<file path="src/pmx_pkg.sv">
// Purpose: Shared constants and carrier types for the multiplexed pin select
// Assumes: APB slave with 32-bit data and one aligned word per register
// Notes: Offsets and bit positions are named here; the design uses them by name only
package pmx_pkg;

	// ----------------------------------------------------------------
	// Register map
	// ----------------------------------------------------------------
	localparam int ADDR_W = 8;
	localparam int DATA_W = 32;
	localparam logic [7:0] OFS_TIMER_CTRL = 8'h00;
	localparam logic [7:0] OFS_DMA_MODE = 8'h04;
	localparam logic [7:0] OFS_SER1_CTRL_A = 8'h08;
	localparam logic [7:0] OFS_SER1_STATUS = 8'h0C;
	localparam logic [7:0] OFS_PIN_STATE = 8'h10;

	// ----------------------------------------------------------------
	// Field positions
	// ----------------------------------------------------------------
	localparam int TOC_LOW_BIT = 0;
	localparam int TOC_HIGH_BIT = 1;
	localparam int DEST_HI_BIT = 0;
	localparam int SRC_HI_BIT = 1;
	localparam int CLK1_SEL_BIT = 4;
	localparam int CTS_EN_BIT = 2;
	localparam int ST_TIMER_BIT = 0;
	localparam int ST_DREQ_BIT = 1;
	localparam int ST_TEND_BIT = 2;
	localparam int ST_CTS_BIT = 3;
	localparam int ST_PIN_B_BIT = 4;
	localparam int ST_PIN_C_BIT = 5;
	localparam int ST_PIN_D_BIT = 6;

	// ----------------------------------------------------------------
	// Reset and idle levels
	// ----------------------------------------------------------------
	localparam logic [31:0] DATA_ZERO = 32'h0000_0000;
	localparam logic SCLK_IDLE = 1'b0;
	localparam logic RX_IDLE = 1'b1;
	localparam logic ACT_LOW_IDLE = 1'b1;

	// ----------------------------------------------------------------
	// Carrier types
	// ----------------------------------------------------------------
	typedef struct packed {
		logic toc_high;
		logic toc_low;
		logic dest_hi;
		logic src_hi;
		logic clk1_sel;
		logic cts_en;
	} pmx_cfg_t;

	localparam pmx_cfg_t CFG_RESET = '0;

	typedef struct packed {
		logic out;
		logic oe;
	} pmx_pin_t;

	localparam pmx_pin_t PIN_RESET = '0;

endpackage

</file>
<file path="src/pmx_pin_select.sv">
// Purpose: Function select for four shared pins of an 8-bit processor
// Assumes: Single clock, synchronous active-high reset, APB register access
// Notes: Pin outputs and internal inputs are registered, one cycle late
//
// The APB register port and the register offsets were decided locally.
`timescale 1ns/1ps
`default_nettype none

// Contract
// - Reset makes pin A the upper address line
// - Either timer control bit gives pin A timer
// - Both timer bits clear return upper address
// - Reset makes pin B serial clock 0
// - Either DMA mode high bit selects request 0
// - Reset makes pin C serial clock 1
// - Clock-1 select set drives DMA end low-active
// - Clock-1 select clear gives serial clock 1
// - Reset makes pin D clocked serial receive
// - Send-enable bit set takes clear-to-send input
// - Send-enable bit clear takes clocked serial receive
module pmx_pin_select (
	input wire logic clock,
	input wire logic rst,
	input wire logic [pmx_pkg::ADDR_W-1:0] paddr,
	input wire logic psel,
	input wire logic penable,
	input wire logic pwrite,
	input wire logic [pmx_pkg::DATA_W-1:0] pwdata,
	input wire logic [3:0] pstrb,
	output logic [pmx_pkg::DATA_W-1:0] prdata,
	output logic pready,
	output logic pslverr,
	input wire logic upper_address_line,
	input wire logic addr_oe,
	input wire logic timer_wave_output,
	input wire logic serial_clock_ch0_out,
	input wire logic serial_clock_ch0_oe,
	output logic serial_clock_ch0_in,
	output logic dma_request_ch0_n,
	input wire logic serial_clock_ch1_out,
	input wire logic serial_clock_ch1_oe,
	output logic serial_clock_ch1_in,
	input wire logic dma_end_ch0_n,
	output logic clocked_serial_receive,
	output logic clear_to_send_ch1_n,
	output pmx_pkg::pmx_pin_t pin_addr_timer,
	input wire logic pin_clk0_dreq_in,
	output pmx_pkg::pmx_pin_t pin_clk0_dreq,
	input wire logic pin_clk1_tend_in,
	output pmx_pkg::pmx_pin_t pin_clk1_tend,
	input wire logic pin_rx_cts_in
);

	// ----------------------------------------------------------------
	// Helpers
	// ----------------------------------------------------------------
	// Address match against a register offset
	function automatic logic hit(input logic [7:0] a, input logic [7:0] o);
		return a == o;
	endfunction

	// Place one bit at a field position of a read word
	function automatic logic [31:0] put(input int pos, input logic v);
		return (32'h0000_0001 << pos) & {32{v}};
	endfunction

	// ----------------------------------------------------------------
	// Declarations
	// ----------------------------------------------------------------
	pmx_pkg::pmx_cfg_t cfg_reg;
	pmx_pkg::pmx_cfg_t cfg_next;
	logic pready_reg;
	logic [31:0] prdata_reg;
	logic pslverr_reg;
	pmx_pkg::pmx_pin_t pin_a_reg, pin_a_next;
	pmx_pkg::pmx_pin_t pin_b_reg, pin_b_next;
	pmx_pkg::pmx_pin_t pin_c_reg, pin_c_next;
	logic sclk0_in_reg, sclk0_in_next;
	logic dreq_n_reg, dreq_n_next;
	logic sclk1_in_reg, sclk1_in_next;
	logic rx_reg, rx_next;
	logic cts_n_reg, cts_n_next;
	wire access;
	wire wr_en;
	wire sel_timer, sel_dma, sel_ser1a, sel_ser1s, sel_state;
	wire mapped;
	wire [31:0] rd_data;
	wire timer_sel, dreq_sel, tend_sel, cts_sel;
	wire act_timer, act_dreq, act_tend, act_cts;

	// ----------------------------------------------------------------
	// APB slave
	// ----------------------------------------------------------------
	// Address decode
	assign access = psel && penable;
	assign wr_en = access && pready_reg && pwrite && pstrb[0];
	assign sel_timer = hit(paddr, pmx_pkg::OFS_TIMER_CTRL);
	assign sel_dma = hit(paddr, pmx_pkg::OFS_DMA_MODE);
	assign sel_ser1a = hit(paddr, pmx_pkg::OFS_SER1_CTRL_A);
	assign sel_ser1s = hit(paddr, pmx_pkg::OFS_SER1_STATUS);
	assign sel_state = hit(paddr, pmx_pkg::OFS_PIN_STATE);
	assign mapped = sel_timer | sel_dma | sel_ser1a | sel_ser1s | sel_state;

	// Read data, unmapped words read zero
	assign rd_data =
		({32{sel_timer}} &
		(put(pmx_pkg::TOC_LOW_BIT, cfg_reg.toc_low) |
		put(pmx_pkg::TOC_HIGH_BIT, cfg_reg.toc_high))) |
		({32{sel_dma}} &
		(put(pmx_pkg::DEST_HI_BIT, cfg_reg.dest_hi) |
		put(pmx_pkg::SRC_HI_BIT, cfg_reg.src_hi))) |
		({32{sel_ser1a}} & put(pmx_pkg::CLK1_SEL_BIT, cfg_reg.clk1_sel)) |
		({32{sel_ser1s}} & put(pmx_pkg::CTS_EN_BIT, cfg_reg.cts_en)) |
		({32{sel_state}} &
		(put(pmx_pkg::ST_TIMER_BIT, timer_sel) |
		put(pmx_pkg::ST_DREQ_BIT, dreq_sel) |
		put(pmx_pkg::ST_TEND_BIT, tend_sel) |
		put(pmx_pkg::ST_CTS_BIT, cts_sel) |
		put(pmx_pkg::ST_PIN_B_BIT, pin_clk0_dreq_in) |
		put(pmx_pkg::ST_PIN_C_BIT, pin_clk1_tend_in) |
		put(pmx_pkg::ST_PIN_D_BIT, pin_rx_cts_in)));

	// Configuration writes, byte lane 0 carries every field
	assign cfg_next.toc_low = (wr_en && sel_timer) ?
		pwdata[pmx_pkg::TOC_LOW_BIT] : cfg_reg.toc_low;
	assign cfg_next.toc_high = (wr_en && sel_timer) ?
		pwdata[pmx_pkg::TOC_HIGH_BIT] : cfg_reg.toc_high;
	assign cfg_next.dest_hi = (wr_en && sel_dma) ?
		pwdata[pmx_pkg::DEST_HI_BIT] : cfg_reg.dest_hi;
	assign cfg_next.src_hi = (wr_en && sel_dma) ?
		pwdata[pmx_pkg::SRC_HI_BIT] : cfg_reg.src_hi;
	assign cfg_next.clk1_sel = (wr_en && sel_ser1a) ?
		pwdata[pmx_pkg::CLK1_SEL_BIT] : cfg_reg.clk1_sel;
	assign cfg_next.cts_en = (wr_en && sel_ser1s) ?
		pwdata[pmx_pkg::CTS_EN_BIT] : cfg_reg.cts_en;

	// One wait state: answer is captured, then the transfer completes
	always_ff @(posedge clock) begin
		if (rst) begin
			cfg_reg <= pmx_pkg::CFG_RESET;
			pready_reg <= 1'b0;
			prdata_reg <= pmx_pkg::DATA_ZERO;
			pslverr_reg <= 1'b0;
		end else begin
			cfg_reg <= cfg_next;
			pready_reg <= access && !pready_reg;
			if (access && !pready_reg) begin
				prdata_reg <= pwrite ? pmx_pkg::DATA_ZERO : rd_data;
				pslverr_reg <= !mapped;
			end
		end
	end

	assign pready = pready_reg;
	assign prdata = prdata_reg;
	assign pslverr = pslverr_reg;

	// ----------------------------------------------------------------
	// Function selection
	// ----------------------------------------------------------------
	// Selects from configuration, forced to primary while in reset
	assign timer_sel = cfg_reg.toc_high | cfg_reg.toc_low;
	assign dreq_sel = cfg_reg.dest_hi | cfg_reg.src_hi;
	assign tend_sel = cfg_reg.clk1_sel;
	assign cts_sel = cfg_reg.cts_en;
	assign act_timer = timer_sel && !rst;
	assign act_dreq = dreq_sel && !rst;
	assign act_tend = tend_sel && !rst;
	assign act_cts = cts_sel && !rst;

	// Pin A: address line or timer output
	assign pin_a_next.out = act_timer ?
		timer_wave_output : upper_address_line;
	assign pin_a_next.oe = act_timer ? 1'b1 : addr_oe;

	// Pin B: serial clock 0 or DMA request 0 input
	assign pin_b_next.out = act_dreq ? 1'b0 : serial_clock_ch0_out;
	assign pin_b_next.oe = act_dreq ? 1'b0 : serial_clock_ch0_oe;
	assign sclk0_in_next = act_dreq ?
		pmx_pkg::SCLK_IDLE : pin_clk0_dreq_in;
	assign dreq_n_next = act_dreq ?
		pin_clk0_dreq_in : pmx_pkg::ACT_LOW_IDLE;

	// Pin C: serial clock 1 or DMA end 0 output
	assign pin_c_next.out = act_tend ?
		dma_end_ch0_n : serial_clock_ch1_out;
	assign pin_c_next.oe = act_tend ? 1'b1 : serial_clock_ch1_oe;
	assign sclk1_in_next = act_tend ?
		pmx_pkg::SCLK_IDLE : pin_clk1_tend_in;

	// Pin D: clocked serial receive or clear-to-send 1 input
	assign rx_next = act_cts ?
		pmx_pkg::RX_IDLE : pin_rx_cts_in;
	assign cts_n_next = act_cts ?
		pin_rx_cts_in : pmx_pkg::ACT_LOW_IDLE;

	// Output and internal input flops
	always_ff @(posedge clock) begin
		pin_a_reg <= pin_a_next;
		pin_b_reg <= pin_b_next;
		pin_c_reg <= pin_c_next;
		sclk0_in_reg <= sclk0_in_next;
		dreq_n_reg <= dreq_n_next;
		sclk1_in_reg <= sclk1_in_next;
		rx_reg <= rx_next;
		cts_n_reg <= cts_n_next;
	end

	assign pin_addr_timer = pin_a_reg;
	assign pin_clk0_dreq = pin_b_reg;
	assign pin_clk1_tend = pin_c_reg;
	assign serial_clock_ch0_in = sclk0_in_reg;
	assign dma_request_ch0_n = dreq_n_reg;
	assign serial_clock_ch1_in = sclk1_in_reg;
	assign clocked_serial_receive = rx_reg;
	assign clear_to_send_ch1_n = cts_n_reg;

	// ----------------------------------------------------------------
	// Assertions
	// ----------------------------------------------------------------
	// Reset gives address line with its own enable
	AST_ADDR_RESET: assert property (@(posedge clock)
		rst |=> pin_addr_timer.out == $past(upper_address_line) &&
		pin_addr_timer.oe == $past(addr_oe))
		else $error("pin A not address line after reset");

	// Timer write reaches the pin two edges later
	AST_TIMER_SEL: assert property (@(posedge clock)
		disable iff (rst)
		wr_en && sel_timer && (pwdata[pmx_pkg::TOC_LOW_BIT] ||
		pwdata[pmx_pkg::TOC_HIGH_BIT])
		|=> timer_sel ##1 (pin_addr_timer.oe &&
		pin_addr_timer.out == $past(timer_wave_output)))
		else $error("timer output not on pin A");

	// Both timer bits clear gives the address line
	AST_ADDR_BACK: assert property (@(posedge clock)
		disable iff (rst)
		!timer_sel |=> pin_addr_timer.out == $past(upper_address_line))
		else $error("pin A not back to address line");

	// Reset gives serial clock 0 drive
	AST_CLK0_RESET: assert property (@(posedge clock)
		rst |=> pin_clk0_dreq.oe == $past(serial_clock_ch0_oe) &&
		dma_request_ch0_n == pmx_pkg::ACT_LOW_IDLE)
		else $error("pin B not serial clock 0 after reset");

	// DMA mode takes the pin as a request input
	AST_DREQ_SEL: assert property (@(posedge clock)
		disable iff (rst)
		dreq_sel |=> !pin_clk0_dreq.oe &&
		dma_request_ch0_n == $past(pin_clk0_dreq_in) &&
		serial_clock_ch0_in == pmx_pkg::SCLK_IDLE)
		else $error("DMA request 0 not selected");

	// Reset gives serial clock 1 drive
	AST_CLK1_RESET: assert property (@(posedge clock)
		rst |=> pin_clk1_tend.out == $past(serial_clock_ch1_out) &&
		pin_clk1_tend.oe == $past(serial_clock_ch1_oe))
		else $error("pin C not serial clock 1 after reset");

	// Clock-1 select drives DMA end on pin C
	AST_TEND_SEL: assert property (@(posedge clock)
		disable iff (rst)
		tend_sel |=> pin_clk1_tend.oe &&
		pin_clk1_tend.out == $past(dma_end_ch0_n))
		else $error("DMA end 0 not driven");

	// Clock-1 select clear passes pin C to serial clock 1
	AST_CLK1_SEL: assert property (@(posedge clock)
		disable iff (rst)
		!tend_sel |=> serial_clock_ch1_in == $past(pin_clk1_tend_in) &&
		pin_clk1_tend.out == $past(serial_clock_ch1_out))
		else $error("serial clock 1 not selected");

	// Reset gives clocked serial receive
	AST_RX_RESET: assert property (@(posedge clock)
		rst |=> clocked_serial_receive == $past(pin_rx_cts_in) &&
		clear_to_send_ch1_n == pmx_pkg::ACT_LOW_IDLE)
		else $error("pin D not receive after reset");

	// Send-enable bit routes pin D to clear-to-send
	AST_CTS_SEL: assert property (@(posedge clock)
		disable iff (rst)
		cts_sel |=> clear_to_send_ch1_n == $past(pin_rx_cts_in) &&
		clocked_serial_receive == pmx_pkg::RX_IDLE)
		else $error("clear-to-send 1 not selected");

	// Send-enable bit clear routes pin D to receive
	AST_RX_SEL: assert property (@(posedge clock)
		disable iff (rst)
		!cts_sel |=> clocked_serial_receive == $past(pin_rx_cts_in))
		else $error("receive not selected");

	// Mode bits clear gives clock 0 and an idle request
	AST_CLK0_SEL: assert property (@(posedge clock)
		disable iff (rst)
		!dreq_sel [*2] |-> dma_request_ch0_n == pmx_pkg::ACT_LOW_IDLE &&
		serial_clock_ch0_in == $past(pin_clk0_dreq_in))
		else $error("serial clock 0 not selected");

endmodule // pmx_pin_select

`default_nettype wire

</file>
<file path="config.mk">
export PLATFORM = sky130hd
export DESIGN_NAME = pmx_pin_select
export DESIGN_NICKNAME = d
export VERILOG_FILES = /design/src/pmx_pkg.sv /design/src/pmx_pin_select.sv
export SDC_FILE = /design/constraint.sdc
export NUM_CORES = 1
export LEC_CHECK = 0
export BUFFER_PORTS_ARGS = -buffer_cell sky130_fd_sc_hd__buf_2
export CAP_MARGIN = 10
export CORE_ASPECT_RATIO = 1.4
export CORE_MARGIN = 4
export CORE_UTILIZATION = 38
export DETAILED_ROUTE_END_ITERATION = 10
export PLACE_DENSITY = 0.75
export SLEW_MARGIN = 20
export SYNTH_ARGS = -nofsm -noshare
export SYNTH_HDL_FRONTEND = slang
export SYNTH_SLANG_ARGS = --single-unit
</file>
<file path="constraint.sdc">
create_clock -name clock -period 2.2 [get_ports clock]
set_input_delay 0 -clock clock [delete_from_list [all_inputs] [get_ports clock]]
set_output_delay 0 -clock clock [all_outputs]
set_load 0.02 [all_outputs]
</file>
==> Flow_metrics.wiki <==
{| class="wikitable"
! Metric !! Value
|-
| Result of the run || finished clean
|-
| Async set-reset flop share out of synthesis || 0
|-
| Via count || 1101
|-
| Largest area contributor in the netlist || dfxtp_1
|-
| Period utilization || 0.760
|-
| Die boundary width || between 50 and 60 um
|-
| Cells traversed along the worst timing path || o21ai_0 > mux2_2 > dlygate4sd3_1
|-
| Final setup margin || around 530 ps
|-
| Worst reg-to-reg path cell count || 3
|-
| Largest voltage drop on the vdd net || just under 0.3 mV
|-
| Clock tree from TritonCTS || yes
|-
| FF-to-FF Start || cfg_reg[5]
|-
| Initial antenna violation count || 0
|-
| Required arrival time at the worst endpoint || roughly 2400 ps
|-
| Count of standard-cell rows || 24
|-
| Worst Setup End Kind || register
|-
| Residual overflow from global routing || 0
|-
| Slew of the pin with the lowest slew margin || just under 700 ps
|-
| Largest net degree at the start of global routing || 14
|-
| Routed length per placed instance || between 10 and 15 um
|-
| Core region area || approximately 3200 sq um
|-
| Setup Skew || ~2.2 ps
|-
| Count of pins over their slew limit || 0
|-
| Worst path arrival time || approximately 1800 ps
|-
| Number of hold violations in the final report || 0
|-
| Max reg flops || 7
|-
| P per Cell Area || around 550 nW/um^2
|-
| Count of cell types in the netlist || 35
|-
| Mean instance size in the synthesized netlist || ~8.9 sq um
|-
| Overall die area || 4300 sq um
|-
| Violation count after the first detailed-routing iteration || between 40 and 50
|-
| Sequential cell area fraction in the yosys report || 0.415
|-
| Buffering stage count on the worst path with inverters included || 1
|-
| Clock root buffer master || clkbuf_8
|-
| Area of the mapped netlist || 1250 sq um
|-
| Total inserted antenna cells || 0
|-
| Via count of the first global-routing pass || roughly 980
|-
| Count of pins on the block boundary || roughly 110
|-
| RSZ-0062 raised after global routing || no
|-
| Share of final-layout standard cells stronger than drive strength 1 || 0.305
|-
| Starting density of the core || 0.398
|-
| Fin crit period || approximately 1700 ps
|-
| Post-CTS Setup Bufs || 0
|-
| Total Routing Usage GR || 0.123
|-
| Slowest cell on the critical path || dlygate4sd3_1
|-
| Number of maximum-capacitance constraint violations || 0
|-
| Most area-consuming cells after synthesis || dfxtp_1, buf_4, nor2_1
|-
| Start point of the worst min-delay path || pwdata[1]
|-
| Register-to-register path setup slack || roughly 530 ps
|-
| Floorplan die height || roughly 76 um
|-
| FMAX || 598 MHz
|-
| Area Overhead vs Synth || 27.4%
|-
| Count of flip-flops with a built-in enable after synthesis || 0
|-
| Pre-CTS worst setup slack || approximately 550 ps
|-
| Antenna Violating Nets Remaining || 0
|-
| YS warnings || 0
|-
| Yosys top cell area share || 0.415
|-
| Sum of negative setup slack || 0 ps
|-
| Global-route wire length before repair || around 4300 um
|-
| Hold Path Depth || 2
|-
| Flip-flop cell with the highest count after synthesis || dfxtp_1
|-
| Total number of H-tree levels || 1
|-
| Tightest Hold Check Type || in2reg
|-
| Maximum count of clock buffers along a single path || 2
|-
| Post-Route WL || approximately 2800 um
|-
| CTS-repair resized insts || 0
|-
| Yosys reg bits || 26
|-
| Number of buffers created by CTS || 3
|-
| Number of nets in the finished design || approximately 260
|-
| Pleak || between 0.7 and 0.8 nW
|-
| Top delay family on crit path || buffers and inverters
|-
| Critical-path maximum fanout || 4
|-
| Type of element launching the critical path || register
|-
| Clk_lat worst skew || 260 ps
|-
| Worst reg2reg endpoint || pin_addr_timer[1]
|-
| IO buf count || 48
|-
| Remaining design rule violation count || 0
|-
| Placed wire-length estimate || 2180 um
|-
| Gate count of the mapped netlist || 141
|-
| Final Core Density || 0.507
|-
| Slowest Stage Delay on Critical Path || about 550 ps
|-
| Finish-stage setup viols || 0
|-
| Worst slack on hold paths || 3.22 ps
|-
| First-pass DRT Iterations || 4
|-
| RePlAce Congestion || 0.883
|-
| Routed via count divided by cell count || 4.61
|-
| Critical path class || reg2reg
|-
| Clock-pin slew on the worst setup and hold paths || 80 ps
|-
| Endpoint of the worst hold-timing path || cfg_reg[2]
|-
| Worst rel slew slack || 0.539
|-
| Clock sink total || 26
|-
| Final Total Pwr || around 0.89 mW
|}
==> synthesized netlist by cell type (2+ instances only) <==
cell type  instances
dfxtp_1           26
buf_4             25
nor2_1            13
nand2_1           11
a21oi_1            9
nand3_1            7
nand2b_1           5
a22oi_1            4
clkbuf_1           4
a41o_1             3
nor2b_1            3
nor3_1             3
or2_2              3
mux2_2             2
nand4_1            2
nand4b_1           2
==> worst max path at each step <==
| stage | start | to | slack [ps] | cells after the start |
|---|---|---|---|---|
| floorplan | pready | cfg_reg[4] | 520 | 4 |
| global placement | pready | cfg_reg[4] | 570 | 4 |
| detailed placement | paddr[1] | cfg_reg[3] | 550 | 5 |
| CTS | cfg_reg[5] | pin_addr_timer[1] | 490 | 3 |
| global route | cfg_reg[5] | pin_addr_timer[1] | 430 | 3 |
| finish | cfg_reg[5] | pin_addr_timer[1] | 530 | 3 |
==> final cells by class <==
| type | instances | area, sq um |
|---|---|---|
| Multi-Input combinational cell | 108 | 606 |
| Clock buffer | 3 | 41.3 |
| Sequential cell | 26 | 520 |
| Tap cell | 39 | 48.8 |
| Inverter | 1 | 3.75 |
| Timing Repair Buffer | 62 | 378 |
| Fill cell | 300 | 1560 |
==> metal layers <==
layer,vias to the layer above,routed length (um),global-route usage
li1,560,-,-
met1,477,1070,0.140
met2,60,1420,0.221
met3,4,299,0.0272
met4,0,29,0.0380
met5,-,0,0
==> timing repair <==
item,4_1_cts,5_1_grt
hold buffers,13,0
hold endpoints to repair,14,0
setup endpoints to repair,0,0
==> worst reg2reg max path, stage by stage, from the launching register on <==
cell and delay [ps]:
dfxtp_1 340, o21ai_0 300, mux2_2 370, dlygate4sd3_1 550
==> power by group <==
part / internal (mW) / leakage, nW / switching, mW
Sequential: 0.481 / 0.213 / 0.00357
Clock: 0.122 / 0.0216 / 0.129
Combinational: 0.0541 / 0.521 / 0.0958
==> stage by stage <==
stage               instance area, sq um  cells
finish                              1600    239
global route                        1600    239
CTS                                 1600    239
detailed placement                  1430    223
global placement                    1430    223
floorplan                           1340    165
==> placed cells by master (no fill, tap or decap), drive strengths merged, types with 4 or more instances in the layout <==
master       count
dfxtp           26
a22oi            4
nand2b           5
nor2            13
nand3            7
conb            25
a21oi            9
dlygate4sd3     13
nand2           11
buf             49
==> cell families (layout without fill, tap and decap cells) <==
| family | count (synthesis) | after routing | share of synthesized area |
|---|---|---|---|
| simple gates | 60 | 60 | 0.275 |
| buf+inv | 31 | 66 | 0.174 |
| flops | 26 | 26 | 0.415 |
| compound gates | 20 | 20 | 0.107 |
| mux | 3 | 3 | 0.0259 |
| other cells | 1 | 25 | 0.00299 |
Note: power is estimated with default switching activity, not from simulation.
